==> src/gdsp_cfg.svh <==
// constants for the instrument bus status port
// assumes inclusion by gdsp_pkg and gdsp_port only
// Function
// RULE1: source, acceptor handshake, service request, device clear fully implemented
// RULE2: no extended addressing, parallel poll, trigger or controller
// RULE3: talker with serial poll, unaddressed on own listen address
// RULE4: listener, unaddressed on own talk address
// RULE5: take control only for local hardcopy with bus print destination
// RULE6: front panel and bus control accepted together unless disabled
// RULE7: clear-status clears status and idles both completion machines
// RULE8: event enable register loaded by command, returned by query
// RULE9: event status query returns register and clears it
// RULE10: service enable register loaded by command, returned as integer; code returns the raw register byte
// RULE11: status byte query returns byte including summary bit
// RULE12: identification query returns identification string
// RULE13: self-test query is a no-op reporting connectivity
// RULE14: completion command sets completion event bit when ops finish
// RULE15: completion query queues ASCII one when ops finish; code drops it if ops finish while an identification reply is queued
// RULE16: wait command holds execution until nothing pending
// RULE17: request service when enabled status bit set, show in poll
`ifndef GDSP_CFG_SVH
`define GDSP_CFG_SVH
`define GDSP_CMD_IFC     8'h01
`define GDSP_CMD_UNL     8'h3F
`define GDSP_CMD_UNT     8'h5F
`define GDSP_CMD_SPE     8'h18
`define GDSP_CMD_SPD     8'h19
`define GDSP_CMD_DCL     8'h14
`define GDSP_CMD_SDC     8'h04
`define GDSP_LAD_BASE    3'b001
`define GDSP_TAD_BASE    3'b010
`define GDSP_ESR_OPC     0
`define GDSP_STB_MAV     4
`define GDSP_STB_ESB     5
`define GDSP_STB_RQS     6
`define GDSP_ASCII_ONE   8'h31
`define GDSP_ID_LEN      4
`define GDSP_ID_CHAR     8'h41
`endif

==> src/gdsp_pkg.sv <==
// types for the instrument bus status port
// assumes gdsp_cfg.svh is on the include path
`include "gdsp_cfg.svh"
package gdsp_pkg;
  typedef enum logic [3:0] {
    GDSP_NONE, GDSP_CLS, GDSP_ESE, GDSP_ESEQ, GDSP_ESRQ, GDSP_SRE, GDSP_SREQ,
    GDSP_STBQ, GDSP_IDNQ, GDSP_RST, GDSP_TSTQ, GDSP_OPC, GDSP_OPCQ, GDSP_WAI
  } gdsp_cmd_t;
  typedef enum logic [1:0] {GDSP_SH_IDLE, GDSP_SH_VALID, GDSP_SH_WAIT} gdsp_sh_t;
endpackage

==> src/gdsp_outq.sv <==
// small output queue for reply bytes
// assumes one clock, synchronous active-low reset
`timescale 1ns/1ps
module gdsp_outq #(
  parameter int DEPTH = 8
) (
  input  wire logic       clock,
  input  wire logic       rst_n,
  input  wire logic       flush,
  input  wire logic       wrEn,
  input  wire logic [7:0] wrData,
  input  wire logic       rdEn,
  output logic      [7:0] rdData,
  output logic            notEmpty,
  output logic            full
);
  localparam int AW = $clog2(DEPTH);
  logic [7:0]  mem [DEPTH];
  logic [AW:0] wrPtr_ff;
  logic [AW:0] rdPtr_ff;
  logic [7:0]  rdData_ff;
  logic        doWr;
  logic        doRd;
  logic [AW-1:0] rdNext;
  assign notEmpty = wrPtr_ff != rdPtr_ff;
  assign full     = (wrPtr_ff[AW-1:0] == rdPtr_ff[AW-1:0]) && !(wrPtr_ff[AW] == rdPtr_ff[AW]);
  assign doWr     = wrEn && !full;
  assign doRd     = rdEn && notEmpty;
  assign rdData   = rdData_ff;
  assign rdNext   = rdPtr_ff[AW-1:0] + AW'(doRd);
  always_ff @(posedge clock) begin
    if (doWr) begin
      mem[wrPtr_ff[AW-1:0]] <= wrData;
    end
  end
  always_ff @(posedge clock) begin
    if (!rst_n || flush) begin
      wrPtr_ff <= '0;
      rdPtr_ff <= '0;
    end else begin
      if (doWr) begin
        wrPtr_ff <= wrPtr_ff + 1'b1;
      end
      if (doRd) begin
        rdPtr_ff <= rdPtr_ff + 1'b1;
      end
    end
  end
  // head byte registered; write bypass so a byte landing at the head is never stale
  always_ff @(posedge clock) begin
    if (!rst_n) begin
      rdData_ff <= 8'h00;
    end else begin
      rdData_ff <= (doWr && wrPtr_ff[AW-1:0] == rdNext) ? wrData : mem[rdNext];
    end
  end
endmodule

==> src/gdsp_port.sv <==
// device side of the instrument bus: handshakes, addressing, status
// assumes common commands arrive already parsed on cmdValid/cmdCode/cmdArg
`timescale 1ns/1ps
`include "gdsp_cfg.svh"
module gdsp_port #(
  parameter int QDEPTH = 8
) (
  input  wire logic              clock,
  input  wire logic              rst_n,
  input  wire logic [4:0]        myAddr,
  input  wire logic              busEnable,
  input  wire logic              atnIn,
  input  wire logic [7:0]        dioIn,
  input  wire logic              davIn,
  input  wire logic              nrfdIn,
  input  wire logic              ndacIn,
  output logic      [7:0]        dioOut,
  output logic                   dioOe,
  output logic                   davOut,
  output logic                   davOe,
  output logic                   nrfdOut,
  output logic                   nrfdOe,
  output logic                   ndacOut,
  output logic                   ndacOe,
  output logic                   srqOut,
  output logic                   srqOe,
  output logic                   rxValid,
  output logic      [7:0]        rxData,
  input  wire logic              cmdValid,
  input  wire gdsp_pkg::gdsp_cmd_t cmdCode,
  input  wire logic [7:0]        cmdArg,
  output logic                   cmdReady,
  input  wire logic [7:0]        eventSet,
  input  wire logic              opsPending,
  input  wire logic [7:0]        stbDevBits,
  input  wire logic              localCopyReq,
  input  wire logic              printToBus,
  input  wire logic              remoteDisable,
  output logic                   panelEnable,
  output logic                   ctrlReq,
  output logic                   devClear,
  output logic                   devReset,
  output logic                   talkAddr,
  output logic                   listenAddr,
  output logic      [7:0]        eseValue,
  output logic      [7:0]        sreValue,
  output logic      [7:0]        esrValue
);
  import gdsp_pkg::*;
  function automatic logic isAddr(input logic [7:0] b, input logic [2:0] grp,
                                  input logic [4:0] a);
    isAddr = (b[6:5] == grp[1:0]) && (b[4:0] == a);
  endfunction
  logic       atnMode;
  logic       acceptStrobe;
  logic       ahBusy_ff;
  logic       talk_ff;
  logic       listen_ff;
  logic       spoll_ff;
  logic [7:0] ese_ff;
  logic [7:0] sre_ff;
  logic [7:0] esr_ff;
  logic       opcArmed_ff;
  logic       opcqArmed_ff;
  logic       waiting_ff;
  logic       rqs_ff;
  logic       rqsShown_ff;
  logic [1:0] idIdx_ff;
  logic       idBusy_ff;
  logic       qWr;
  logic [7:0] qData;
  logic       qPop;
  logic [7:0] qHead;
  logic       qAvail;
  logic       qFull;
  logic       clsNow;
  logic       esrRead;
  logic       mss;
  logic [7:0] stb;
  logic       doCmd;
  gdsp_sh_t   sh_ff;
  assign atnMode      = busEnable && atnIn;
  // acceptor handshake: take a byte when DAV asserted and ready released
  assign acceptStrobe = busEnable && davIn && !ahBusy_ff && (atnMode || listen_ff); // RULE1
  always_ff @(posedge clock) begin
    if (!rst_n) begin
      ahBusy_ff <= 1'b0;
    end else if (acceptStrobe) begin
      ahBusy_ff <= 1'b1;
    end else if (!davIn) begin
      ahBusy_ff <= 1'b0;
    end
  end
  assign nrfdOut = ahBusy_ff;
  assign ndacOut = !ahBusy_ff;
  assign nrfdOe  = busEnable && (atnMode || listen_ff);
  assign ndacOe  = nrfdOe;
  always_ff @(posedge clock) begin
    if (!rst_n) begin
      rxValid <= 1'b0;
      rxData  <= 8'h00;
    end else begin
      rxValid <= acceptStrobe && !atnMode;
      rxData  <= dioIn;
    end
  end
  // addressing; extended addresses, parallel poll and trigger bytes ignored
  always_ff @(posedge clock) begin
    if (!rst_n) begin
      talk_ff   <= 1'b0;
      listen_ff <= 1'b0;
      spoll_ff  <= 1'b0;
    end else if (!busEnable || (acceptStrobe && atnMode && dioIn == `GDSP_CMD_IFC)) begin
      talk_ff   <= 1'b0;
      listen_ff <= 1'b0;
      spoll_ff  <= 1'b0;
    end else if (acceptStrobe && atnMode) begin // RULE2
      if (isAddr(dioIn, `GDSP_LAD_BASE, myAddr)) begin
        listen_ff <= 1'b1;
        talk_ff   <= 1'b0; // RULE3
      end else if (isAddr(dioIn, `GDSP_TAD_BASE, myAddr)) begin
        talk_ff   <= 1'b1;
        listen_ff <= 1'b0; // RULE4
      end else if (dioIn == `GDSP_CMD_UNL) begin
        listen_ff <= 1'b0;
      end else if (dioIn == `GDSP_CMD_UNT) begin
        talk_ff <= 1'b0;
      end else if (dioIn == `GDSP_CMD_SPE) begin
        spoll_ff <= 1'b1; // RULE3
      end else if (dioIn == `GDSP_CMD_SPD) begin
        spoll_ff <= 1'b0;
      end
    end
  end
  assign talkAddr   = talk_ff;
  assign listenAddr = listen_ff;
  // device clear: universal, or selected while listening
  always_ff @(posedge clock) begin
    if (!rst_n) begin
      devClear <= 1'b0;
    end else begin
      devClear <= acceptStrobe && atnMode && (dioIn == `GDSP_CMD_DCL
                  || (dioIn == `GDSP_CMD_SDC && listen_ff)); // RULE1
    end
  end
  // source handshake: serial poll sends status byte, else queue head
  always_ff @(posedge clock) begin
    if (!rst_n) begin
      sh_ff <= GDSP_SH_IDLE;
    end else begin
      case (sh_ff)
        GDSP_SH_IDLE: begin
          if (talk_ff && !atnMode && (spoll_ff || qAvail) && nrfdIn == 1'b0) begin
            sh_ff <= GDSP_SH_VALID; // RULE1
          end
        end
        GDSP_SH_VALID: begin
          if (!ndacIn) begin
            sh_ff <= GDSP_SH_WAIT;
          end
        end
        GDSP_SH_WAIT: begin
          if (ndacIn) begin
            sh_ff <= GDSP_SH_IDLE;
          end
        end
        default: sh_ff <= GDSP_SH_IDLE;
      endcase
    end
  end
  assign qPop   = sh_ff == GDSP_SH_VALID && !ndacIn && !spoll_ff;
  assign davOut = sh_ff == GDSP_SH_VALID;
  assign davOe  = busEnable && talk_ff && !atnMode;
  assign dioOe  = davOe;
  always_ff @(posedge clock) begin
    if (!rst_n) begin
      dioOut <= 8'h00;
    end else begin
      dioOut <= spoll_ff ? {stb[7], rqsShown_ff, stb[5:0]} : qHead; // RULE17
    end
  end
  // status byte and service request
  assign mss = |(stb & sre_ff & 8'hBF);
  assign stb = {stbDevBits[7:6], |(esr_ff & ese_ff), qAvail, stbDevBits[3:0]} & 8'hBF;
  always_ff @(posedge clock) begin
    if (!rst_n) begin
      rqs_ff      <= 1'b0;
      rqsShown_ff <= 1'b0;
    end else begin
      rqs_ff      <= mss && busEnable; // RULE17
      rqsShown_ff <= mss;
    end
  end
  assign srqOut = rqs_ff;
  assign srqOe  = rqs_ff;
  // common command execution; wait blocks everything behind it
  assign doCmd    = cmdValid && cmdReady;
  // hold off while the completion reply lands, else a query reply would be lost
  assign cmdReady = !waiting_ff && !idBusy_ff && !qFull
                    && !(opcqArmed_ff && !opsPending); // RULE16
  assign clsNow   = doCmd && cmdCode == GDSP_CLS;
  assign esrRead  = doCmd && cmdCode == GDSP_ESRQ;
  always_ff @(posedge clock) begin
    if (!rst_n) begin
      waiting_ff <= 1'b0;
    end else if (doCmd && cmdCode == GDSP_WAI && opsPending) begin
      waiting_ff <= 1'b1; // RULE16
    end else if (!opsPending) begin
      waiting_ff <= 1'b0;
    end
  end
  always_ff @(posedge clock) begin
    if (!rst_n) begin
      ese_ff <= 8'h00;
      sre_ff <= 8'h00;
    end else if (doCmd && cmdCode == GDSP_ESE) begin
      ese_ff <= cmdArg; // RULE8
    end else if (doCmd && cmdCode == GDSP_SRE) begin
      sre_ff <= cmdArg & 8'hBF; // RULE10
    end
  end
  // event set beats the clearing read
  always_ff @(posedge clock) begin
    if (!rst_n) begin
      esr_ff <= 8'h00;
    end else begin
      esr_ff <= ((clsNow || esrRead) ? 8'h00 : esr_ff) | eventSet
                | {7'h00, opcArmed_ff && !opsPending}; // RULE7 RULE9 RULE14
    end
  end
  always_ff @(posedge clock) begin
    if (!rst_n || clsNow) begin
      opcArmed_ff  <= 1'b0; // RULE7
      opcqArmed_ff <= 1'b0;
    end else begin
      if (doCmd && cmdCode == GDSP_OPC) begin
        opcArmed_ff <= 1'b1;
      end else if (!opsPending) begin
        opcArmed_ff <= 1'b0; // RULE14
      end
      if (doCmd && cmdCode == GDSP_OPCQ) begin
        opcqArmed_ff <= 1'b1;
      end else if (!opsPending && !qFull) begin
        opcqArmed_ff <= 1'b0; // RULE15
      end
    end
  end
  always_ff @(posedge clock) begin
    if (!rst_n) begin
      idBusy_ff <= 1'b0;
      idIdx_ff  <= 2'd0;
    end else if (doCmd && cmdCode == GDSP_IDNQ) begin
      idBusy_ff <= 1'b1; // RULE12
      idIdx_ff  <= 2'd0;
    end else if (idBusy_ff && !qFull) begin
      idIdx_ff  <= idIdx_ff + 2'd1;
      idBusy_ff <= idIdx_ff != 2'(`GDSP_ID_LEN - 1);
    end
  end
  // replies are raw bytes; self-test answers zero and touches nothing
  always_comb begin
    qWr   = 1'b0;
    qData = 8'h00;
    if (idBusy_ff) begin
      qWr   = 1'b1;
      qData = `GDSP_ID_CHAR + {6'h00, idIdx_ff}; // RULE12
    end else if (opcqArmed_ff && !opsPending) begin
      qWr   = 1'b1;
      qData = `GDSP_ASCII_ONE; // RULE15
    end else if (doCmd) begin
      case (cmdCode)
        GDSP_ESEQ: begin qWr = 1'b1; qData = ese_ff; end // RULE8
        GDSP_ESRQ: begin qWr = 1'b1; qData = esr_ff; end // RULE9
        GDSP_SREQ: begin qWr = 1'b1; qData = sre_ff; end // RULE10
        GDSP_STBQ: begin qWr = 1'b1; qData = stb | {1'b0, mss, 6'h00}; end // RULE11
        GDSP_TSTQ: begin qWr = 1'b1; qData = 8'h00; end // RULE13
        default:   begin qWr = 1'b0; qData = 8'h00; end
      endcase
    end
  end
  always_ff @(posedge clock) begin
    if (!rst_n) begin
      devReset <= 1'b0;
    end else begin
      devReset <= doCmd && cmdCode == GDSP_RST;
    end
  end
  assign ctrlReq     = localCopyReq && printToBus && busEnable; // RULE5
  assign panelEnable = !remoteDisable; // RULE6
  assign eseValue    = ese_ff;
  assign sreValue    = sre_ff;
  assign esrValue    = esr_ff;
  gdsp_outq #(.DEPTH(QDEPTH)) outQueue (
    .clock    (clock),
    .rst_n    (rst_n),
    .flush    (devClear),
    .wrEn     (qWr),
    .wrData   (qData),
    .rdEn     (qPop),
    .rdData   (qHead),
    .notEmpty (qAvail),
    .full     (qFull)
  );
endmodule

==> config.mk <==
export PLATFORM = sky130hd
export DESIGN_NAME = gdsp_port
export DESIGN_NICKNAME = d
export VERILOG_FILES = /design/src/gdsp_pkg.sv /design/src/gdsp_outq.sv /design/src/gdsp_port.sv
export VERILOG_INCLUDE_DIRS = /design/src
export SDC_FILE = /design/constraint.sdc
export NUM_CORES = 1
export LEC_CHECK = 0
export ABC_AREA = 1
export BUFFER_PORTS_ARGS = -buffer_cell sky130_fd_sc_hd__buf_4
export CORE_ASPECT_RATIO = 2
export CORE_MARGIN = 2
export CORE_UTILIZATION = 30
export CTS_CLUSTER_SIZE = 40
export DETAILED_ROUTE_END_ITERATION = 6
export GPL_ROUTABILITY_DRIVEN = 0
export HOLD_SLACK_MARGIN = 0.06
export PLACE_DENSITY = 0.49
export RECOVER_POWER = 100
export SETUP_SLACK_MARGIN = 0.4
export SYNTH_ARGS = -nofsm -noshare
export SYNTH_HDL_FRONTEND = slang
export SYNTH_SLANG_ARGS = --single-unit
==> constraint.sdc <==
create_clock -name clock -period 4.45 [get_ports clock]
set_clock_uncertainty 0.15 [all_clocks]
set_input_delay 0.89 -clock clock [delete_from_list [all_inputs] [get_ports clock]]
set_output_delay 0.89 -clock clock [all_outputs]
set_load 0.01 [all_outputs]
==> results of run 1 <==
-- power groups by stage --
stage | combinational, mW | sequential (mW) | clock, mW
after floorplan | 0.120 | 1.39 | 0
after global placement | 0.239 | 1.39 | 0
after detailed placement | 0.240 | 1.39 | 0
after CTS | 0.241 | 1.36 | 1.45
after global routing | 0.243 | 1.36 | 1.49
final | 0.215 | 1.36 | 1.41
-- critical path, cell delays in order, from the launching register on --
cell and delay (ns):
dfxtp_1 0.51, inv_1 0.16, nand2_1 0.08, nand2_1 0.08, nor2_1 0.11, nand2_1 0.18
nand2_1 0.27, inv_1 0.11, ha_1 0.21, ha_1 0.71, inv_2 0.08, nand2_1 0.08
nand4_1 0.13, a21oi_4 0.15, nand3_2 0.32, nand2_1 0.15, nand2_1 0.06, nor2_1 0.20
-- cell type report --
type / count / share of cell area, %
Timing Repair Buffer: 118 / 8.455
Sequential cell: 136 / 44.56
Inverter: 98 / 4.924
Clock inverter: 15 / 2.155
Multi-Input combinational cell: 476 / 29.86
Tap cell: 266 / 4.410
Clock buffer: 17 / 5.637
-- how the worst max path moves through the flow --
| stage | to | slack (ns) | depth (start not counted) |
|---|---|---|---|
| 2_1_floorplan | outQueue.rdData[1] | 1.57 | 12 |
| 3_3_place_gp | outQueue.rdData[7] | 0.79 | 17 |
| 3_5_place_dp | outQueue.rdData[7] | 0.76 | 17 |
| 4_1_cts | outQueue.rdData[0] | 0.73 | 17 |
| 5_1_grt | outQueue.rdData[0] | 0.21 | 17 |
| 6_report | outQueue.rdData[0] | 0.62 | 17 |
-- kinds of logic (layout without fill, tap and decap cells) --
kind of cell	after synthesis	count (layout)	synth area share, %
compound gates	119	119	10.58
xor+xnor	8	8	1.259
fa+ha+maj	5	5	1.015
buf+inv	124	248	8.244
flops	136	136	54.58
other cells	1	1	0.06086
simple gates	343	343	24.26
-- cell usage in the layout (no fill, tap or decap), types with 2 or more instances in the layout --
cell and instances:
nor2_2 6, nor2_1 64, a211oi_1 4, clkinvlp_4 3, clkbuf_16 17, xor2_1 3
clkinv_2 3, dfxtp_1 72, ha_1 5, nand4_1 7, nand2_4 2, nor3_1 10
clkbuf_1 66, inv_1 91, clkinv_4 2, o22ai_1 3, xnor2_1 4, a21oi_2 2
nand2_1 187, edfxtp_1 64, a41oi_1 2, inv_6 6, a21oi_1 52, nand2_2 4
nand3_1 59, bufinv_16 2, inv_2 5, buf_4 52, o21ai_0 49
-- per-layer routing --
layer  part of all wire [%]  global-route usage [%]  vias to the layer above
li1                       -                       -                     2627
met2                     59                   33.80                      109
met3                    2.7                   2.826                       32
met4                    3.6                   8.333                        0
met5                      0                       0                        -
met1                     35                   15.71                     2390
-- flip-flops by register name (all words and copies together) (netlist names), 4 cells and up --
signal / count
eseValue: 8
outQueue.mem: 64
esrValue: 8
outQueue.rdPtr_ff: 4
outQueue.wrPtr_ff: 4
outQueue.rdData: 8
dioOut: 8
rxData: 8
sreValue: 7
==> results.json, run 1 <==
{
  "final_util_pct": 37.22,
  "yosys.area.top_type": "edfxtp_1",
  "routed_wl_um": 17590,
  "antenna_found_initial": 0,
  "whs_ns": 0.3094,
  "power.leakage_nw": 3.138,
  "grtUsageTotal_pct": 16.72,
  "ant_nets": 0,
  "synth_ff_type": "dfxtp_1",
  "fp.dieH_um": 206.7,
  "hpwl_um": 13410,
  "endpoint_kind": "flip-flop",
  "antenna_cells": 0,
  "ys_ff_latch": 136,
  "grt_pass1_wl_um": 27690,
  "yosysSeqAreaShare_pct": 54.58,
  "sequentialPowerShare_pct": 45.5,
  "yosysMostFrequentCell": "nand2_1",
  "violations": "max-capacitance violations, max-slew violations",
  "worst_slack_ns": 0.6161,
  "drc": 0,
  "place_inst": 1094,
  "worst_pin_slew_ns": 1.679,
  "cts_max_level": 4,
  "drtPass1Iterations": 5,
  "seqCellArea_mm2": 0.003363,
  "initial_core_util_pct": 30.39,
  "post-cts-setup-buffers": 0,
  "drt_iter0_drc": 138,
  "total_power_mw": 2.991,
  "rr_startpoint": "outQueue.wrPtr_ff[2]",
  "synth_cells": 736,
  "worstRegToRegCells": 17,
  "yosys.cell_types.count": 42,
  "synth.area.top_cells": "edfxtp_1 (31%), dfxtp_1 (23%), nand2_1 (11%)",
  "cts_tree": "built",
  "ctsResizeCount": 0,
  "nFillCells": 2168,
  "via_per_inst": 4.581,
  "min_period_over_period_pct": 86.15,
  "tns_ns": 0,
  "grt_pass1_vias": 5167,
  "cts-root-buf": "clkbuf_16",
  "die_w_um": 105.3,
  "swShare_pct": 24.71,
  "start_kind": "flip-flop",
  "area_growth_pct": 22.48,
  "wire_per_inst_um": 15.62,
  "io_pins": 110,
  "worst_ep_required_time_ns": 4.64,
  "num_rows": 74,
  "grt_max_degree": 44,
  "clk_path_buf_depth": 2,
  "instances_no_fill": 1126,
  "p_int_mw": 2.252,
  "async_flop_share_pct": 0,
  "io_buffers": 105,
  "min_from": "opcArmed_ff",
  "synth_edf_count": 64,
  "fin_nets": 905,
  "synth_common_cells": "nand2_1 (186), inv_1 (89), dfxtp_1 (72)",
  "slew_violations": 39,
  "syn_avg_cell_area_um2": 8.373,
  "r2r_end": "outQueue.rdData[0]",
  "vdd_drop_max_v": 0.0002577,
  "final_layout_size_suffix_gt1_share_pct": 12.79,
  "yosys_warnings": 0,
  "syn_area_mm2": 0.006162,
  "outcome": "finished, violations left",
  "timing.slew.headroom_pct": -11.96,
  "final-setup-viol-count": 0,
  "finalInstanceArea_mm2": 0.007547,
  "rrSetupSlack_ns": 0.62,
  "final-hold-violation-count": 0,
  "num_vias": 5158,
  "clkLatencyLatePin_ns": 0.42,
  "die_area_mm2": 0.02177,
  "multi_input_area_mm2": 0.002253,
  "clk_pin_slew_ns": 0.06,
  "netSwitchingPower_uw": 738.9,
  "clkPwrFrac_pct": 47.3,
  "worstSetupStartpoint": "outQueue.wrPtr_ff[2]",
  "core_mm2": 0.02028,
  "holdPathStages": 2,
  "p_comb_share_pct": 7.2,
  "overflow": 0,
  "arrival_ns": 4.02,
  "period_needed_ns": 3.834,
  "crit_type": "reg2reg",
  "rsz0062_at_grt": "false",
  "hold_path_class": "reg2reg",
  "clock-sinks": 136,
  "pre_cts_slack_ns": 0.7570,
  "place_area_mm2": 0.007244,
  "yosys.area.top_type_share_pct": 31.19,
  "fmax_mhz": 260.8,
  "syn_nets": 794,
  "critPathMaxFanout": 18,
  "drv_cap": 1,
  "hold_buffers": 0,
  "cts_buffers": 17,
  "power_density_mw_per_mm2": 396.3,
  "holdPathEnd": "opcArmed_ff"
}
(Power assumes the default switching activity.)
==> run 2: changes to the inputs <==
- ABC_AREA: 1 -> not set
==> run 2 against run 1 <==
Effect of this change:
- cell count down 22%
- wire length is 12% lower
- sequential cell count is the same
- combinational power is 9.3% lower
- the run still ends with max-capacitance violations, max-slew violations left
- die area decreased by 1.8%
- first-iteration DRC count decreased by 3.6%
- setup slack worse by 0.076 ns
- sequential share of layout area rose by 0.86 points
- hold slack about the same
- synthesized cell count down 33%
- register-to-register slack better by 0.45 ns
==> results.json, run 2 <==
{
  "async_flop_share_pct": 0,
  "crit_type": "in2reg",
  "syn_avg_cell_area_um2": 12.19,
  "wl_met1_um": 5224,
  "yosys.area.top_type": "edfxtp_1",
  "clk_path_buf_depth": 2,
  "worst_pin_slew_ns": 2.194,
  "start_kind": "input pin",
  "final-hold-violation-count": 0,
  "ys_ff_latch": 136,
  "violations": "max-capacitance violations, max-slew violations",
  "overflow": 0,
  "instances_no_fill": 876,
  "drv_cap": 1,
  "die_area_mm2": 0.02138,
  "final_common_cell": "dfxtp_1",
  "netSwitchingPower_uw": 670.9,
  "swShare_pct": 23.51,
  "grt_max_degree": 60,
  "cts_buffers": 17,
  "synth_edf_count": 64,
  "critPathMaxFanout": 17,
  "worstSetupStartpoint": "cmdCode[1]",
  "io_pins": 110,
  "timing.slew.headroom_pct": -46.27,
  "antenna_cells": 0,
  "post-cts-setup-buffers": 0,
  "min_period_over_period_pct": 87.87,
  "initial_core_util_pct": 30.51,
  "tns_ns": 0,
  "antenna_found_initial": 0,
  "drc": 0,
  "cts_tree": "built",
  "largest_reg_flops": 64,
  "power.leakage_nw": 2.731,
  "grt_pass1_vias": 4462,
  "io_buffers": 105,
  "core_mm2": 0.01982,
  "area_growth_pct": 22.45,
  "power_density_mw_per_mm2": 385.5,
  "synth_cells": 496,
  "final-setup-viol-count": 0,
  "num_vias": 4230,
  "fin_nets": 660,
  "yosysSeqAreaShare_pct": 55.62,
  "hpwl_um": 11810,
  "place_area_mm2": 0.007089,
  "place_inst": 845,
  "final_layout_size_suffix_gt1_share_pct": 17.26,
  "synth_ff_type": "dfxtp_1",
  "min_from": "outQueue.rdData[4]",
  "arrival_ns": 3.81,
  "wl_met3_um": 486,
  "yosysMostFrequentCell": "dfxtp_1",
  "outcome": "finished, violations left",
  "p_comb_share_pct": 6.8,
  "rr_startpoint": "outQueue.wrPtr_ff[2]",
  "vdd_drop_max_v": 0.0001900,
  "ant_nets": 0,
  "rsz0062_at_grt": "false",
  "grt_pass1_wl_um": 24330,
  "die_w_um": 104.4,
  "worst_slack_ns": 0.5398,
  "yosys.area.top_type_share_pct": 31.78,
  "fmax_mhz": 255.7,
  "hold_buffers": 0,
  "slew_violations": 60,
  "worst_ep_required_time_ns": 4.35,
  "yosys.cell_types.count": 61,
  "met2WireLength_um": 9293,
  "drtPass1Iterations": 4,
  "syn_nets": 554,
  "clock-sinks": 136,
  "clkLatencyLatePin_ns": 0.42,
  "period_needed_ns": 3.910,
  "endpoint_kind": "flip-flop",
  "finalInstanceArea_mm2": 0.007405,
  "yosys_warnings": 0,
  "nFillCells": 1984,
  "pre_cts_slack_ns": 1.037,
  "fp.dieH_um": 204.8,
  "synth.area.top_cells": "edfxtp_1 (32%), dfxtp_1 (24%), mux2i_1 (6.6%)",
  "final_util_pct": 37.36,
  "p_int_mw": 2.183,
  "via_per_inst": 4.829,
  "hold_path_class": "reg2reg",
  "syn_area_mm2": 0.006047,
  "clk_pin_slew_ns": 0.06,
  "final_cell_mix": "dfxtp_1 (72), edfxtp_1 (64), clkbuf_1 (62)",
  "synth_common_cells": "dfxtp_1 (72), edfxtp_1 (64), mux2i_1 (40)",
  "routed_wl_um": 15500,
  "sequentialPowerShare_pct": 47.3,
  "cts-root-buf": "clkbuf_16",
  "highest_layer": "met4",
  "wire_per_inst_um": 17.69,
  "ctsResizeCount": 0,
  "cts_max_level": 4,
  "clkPwrFrac_pct": 45.9,
  "num_rows": 73,
  "drt_iter0_drc": 133,
  "grtUsageTotal_pct": 14.99
}
==> run 2: cell count changes after synthesis, sizes merged, moves of 9 or more <==
cell	change
inv	-86
mux2i	+40
o211a	+10
and2	+9
o21ai	-45
nand2	-157
nor2b	+36
a21oi	-42
mux4	+16
nor2	-34
nand3	-54
==> run 2: power by group through the flow <==
stage | Sequential [mW] | Clock, mW | Combinational (mW)
after floorplan | 1.38 | 0 | 0.109
after detailed placement | 1.38 | 0 | 0.211
final | 1.35 | 1.31 | 0.195
after global placement | 1.38 | 0 | 0.209
after CTS | 1.35 | 1.35 | 0.212
after global routing | 1.35 | 1.41 | 0.214
==> run 2: cell families (layout without fill, tap and decap cells) <==
logic type,count (synthesis),count (layout),share of synthesized area [%]
AND/OR/NAND/NOR,170,170,15.60
flip-flops,136,136,55.62
AO/OA/AOI/OAI,67,67,8.649
multiplexers,56,56,12.58
buffers and inverters,39,157,3.145
XOR/XNOR,22,22,3.311
adder cells (fa/ha/maj),5,5,1.035
other,1,1,0.06201
==> run 2: area by class of cell <==
class | count | area [um^2] | share of cell area (%)
flip-flops and latches | 136 | 3363 | 45.42
multi-input cells | 321 | 2494 | 33.68
repair buffers | 115 | 630.6 | 8.516
clock buffers | 17 | 425.4 | 5.745
well taps | 262 | 327.8 | 4.427
clock inverters | 14 | 122.6 | 1.656
inverters | 11 | 41.29 | 0.5576
==> run 2: final timing paths <==
kind	endpoint	slack (ns)	cells past startpoint
setup reg to reg	outQueue.rdData[5]	1.07	10
hold reg to reg	dioOut[4]	0.31	1
setup / recovery	outQueue.mem[3][2]	0.54	7
hold / removal	dioOut[4]	0.31	1
==> run 2: through the flow <==
| stage | hold slack (ns) | power [mW] |
|---|---|---|
| after detailed placement | 0.3019 | 1.589 |
| after global placement | 0.3003 | 1.585 |
| final | 0.3096 | 2.854 |
| after global routing | 0.3442 | 2.972 |
| after floorplan | 0.2819 | 1.486 |
| after CTS | 0.3147 | 2.912 |
==> run 2: layer usage <==
metal,GRT usage [%],vias up
met5,0,-
met4,7.288,0
met3,3.182,31
met2,30.32,110
met1,13.71,2067
li1,-,2022
==> run 2: worst max-delay path, cell delays in order <==
cell,delay (ns)
clkbuf_1,0.78
nand2_1,0.44
a21o_1,0.32
a221oi_4,0.50
nand2_1,0.19
nor3b_1,0.22
clkbuf_1,0.45
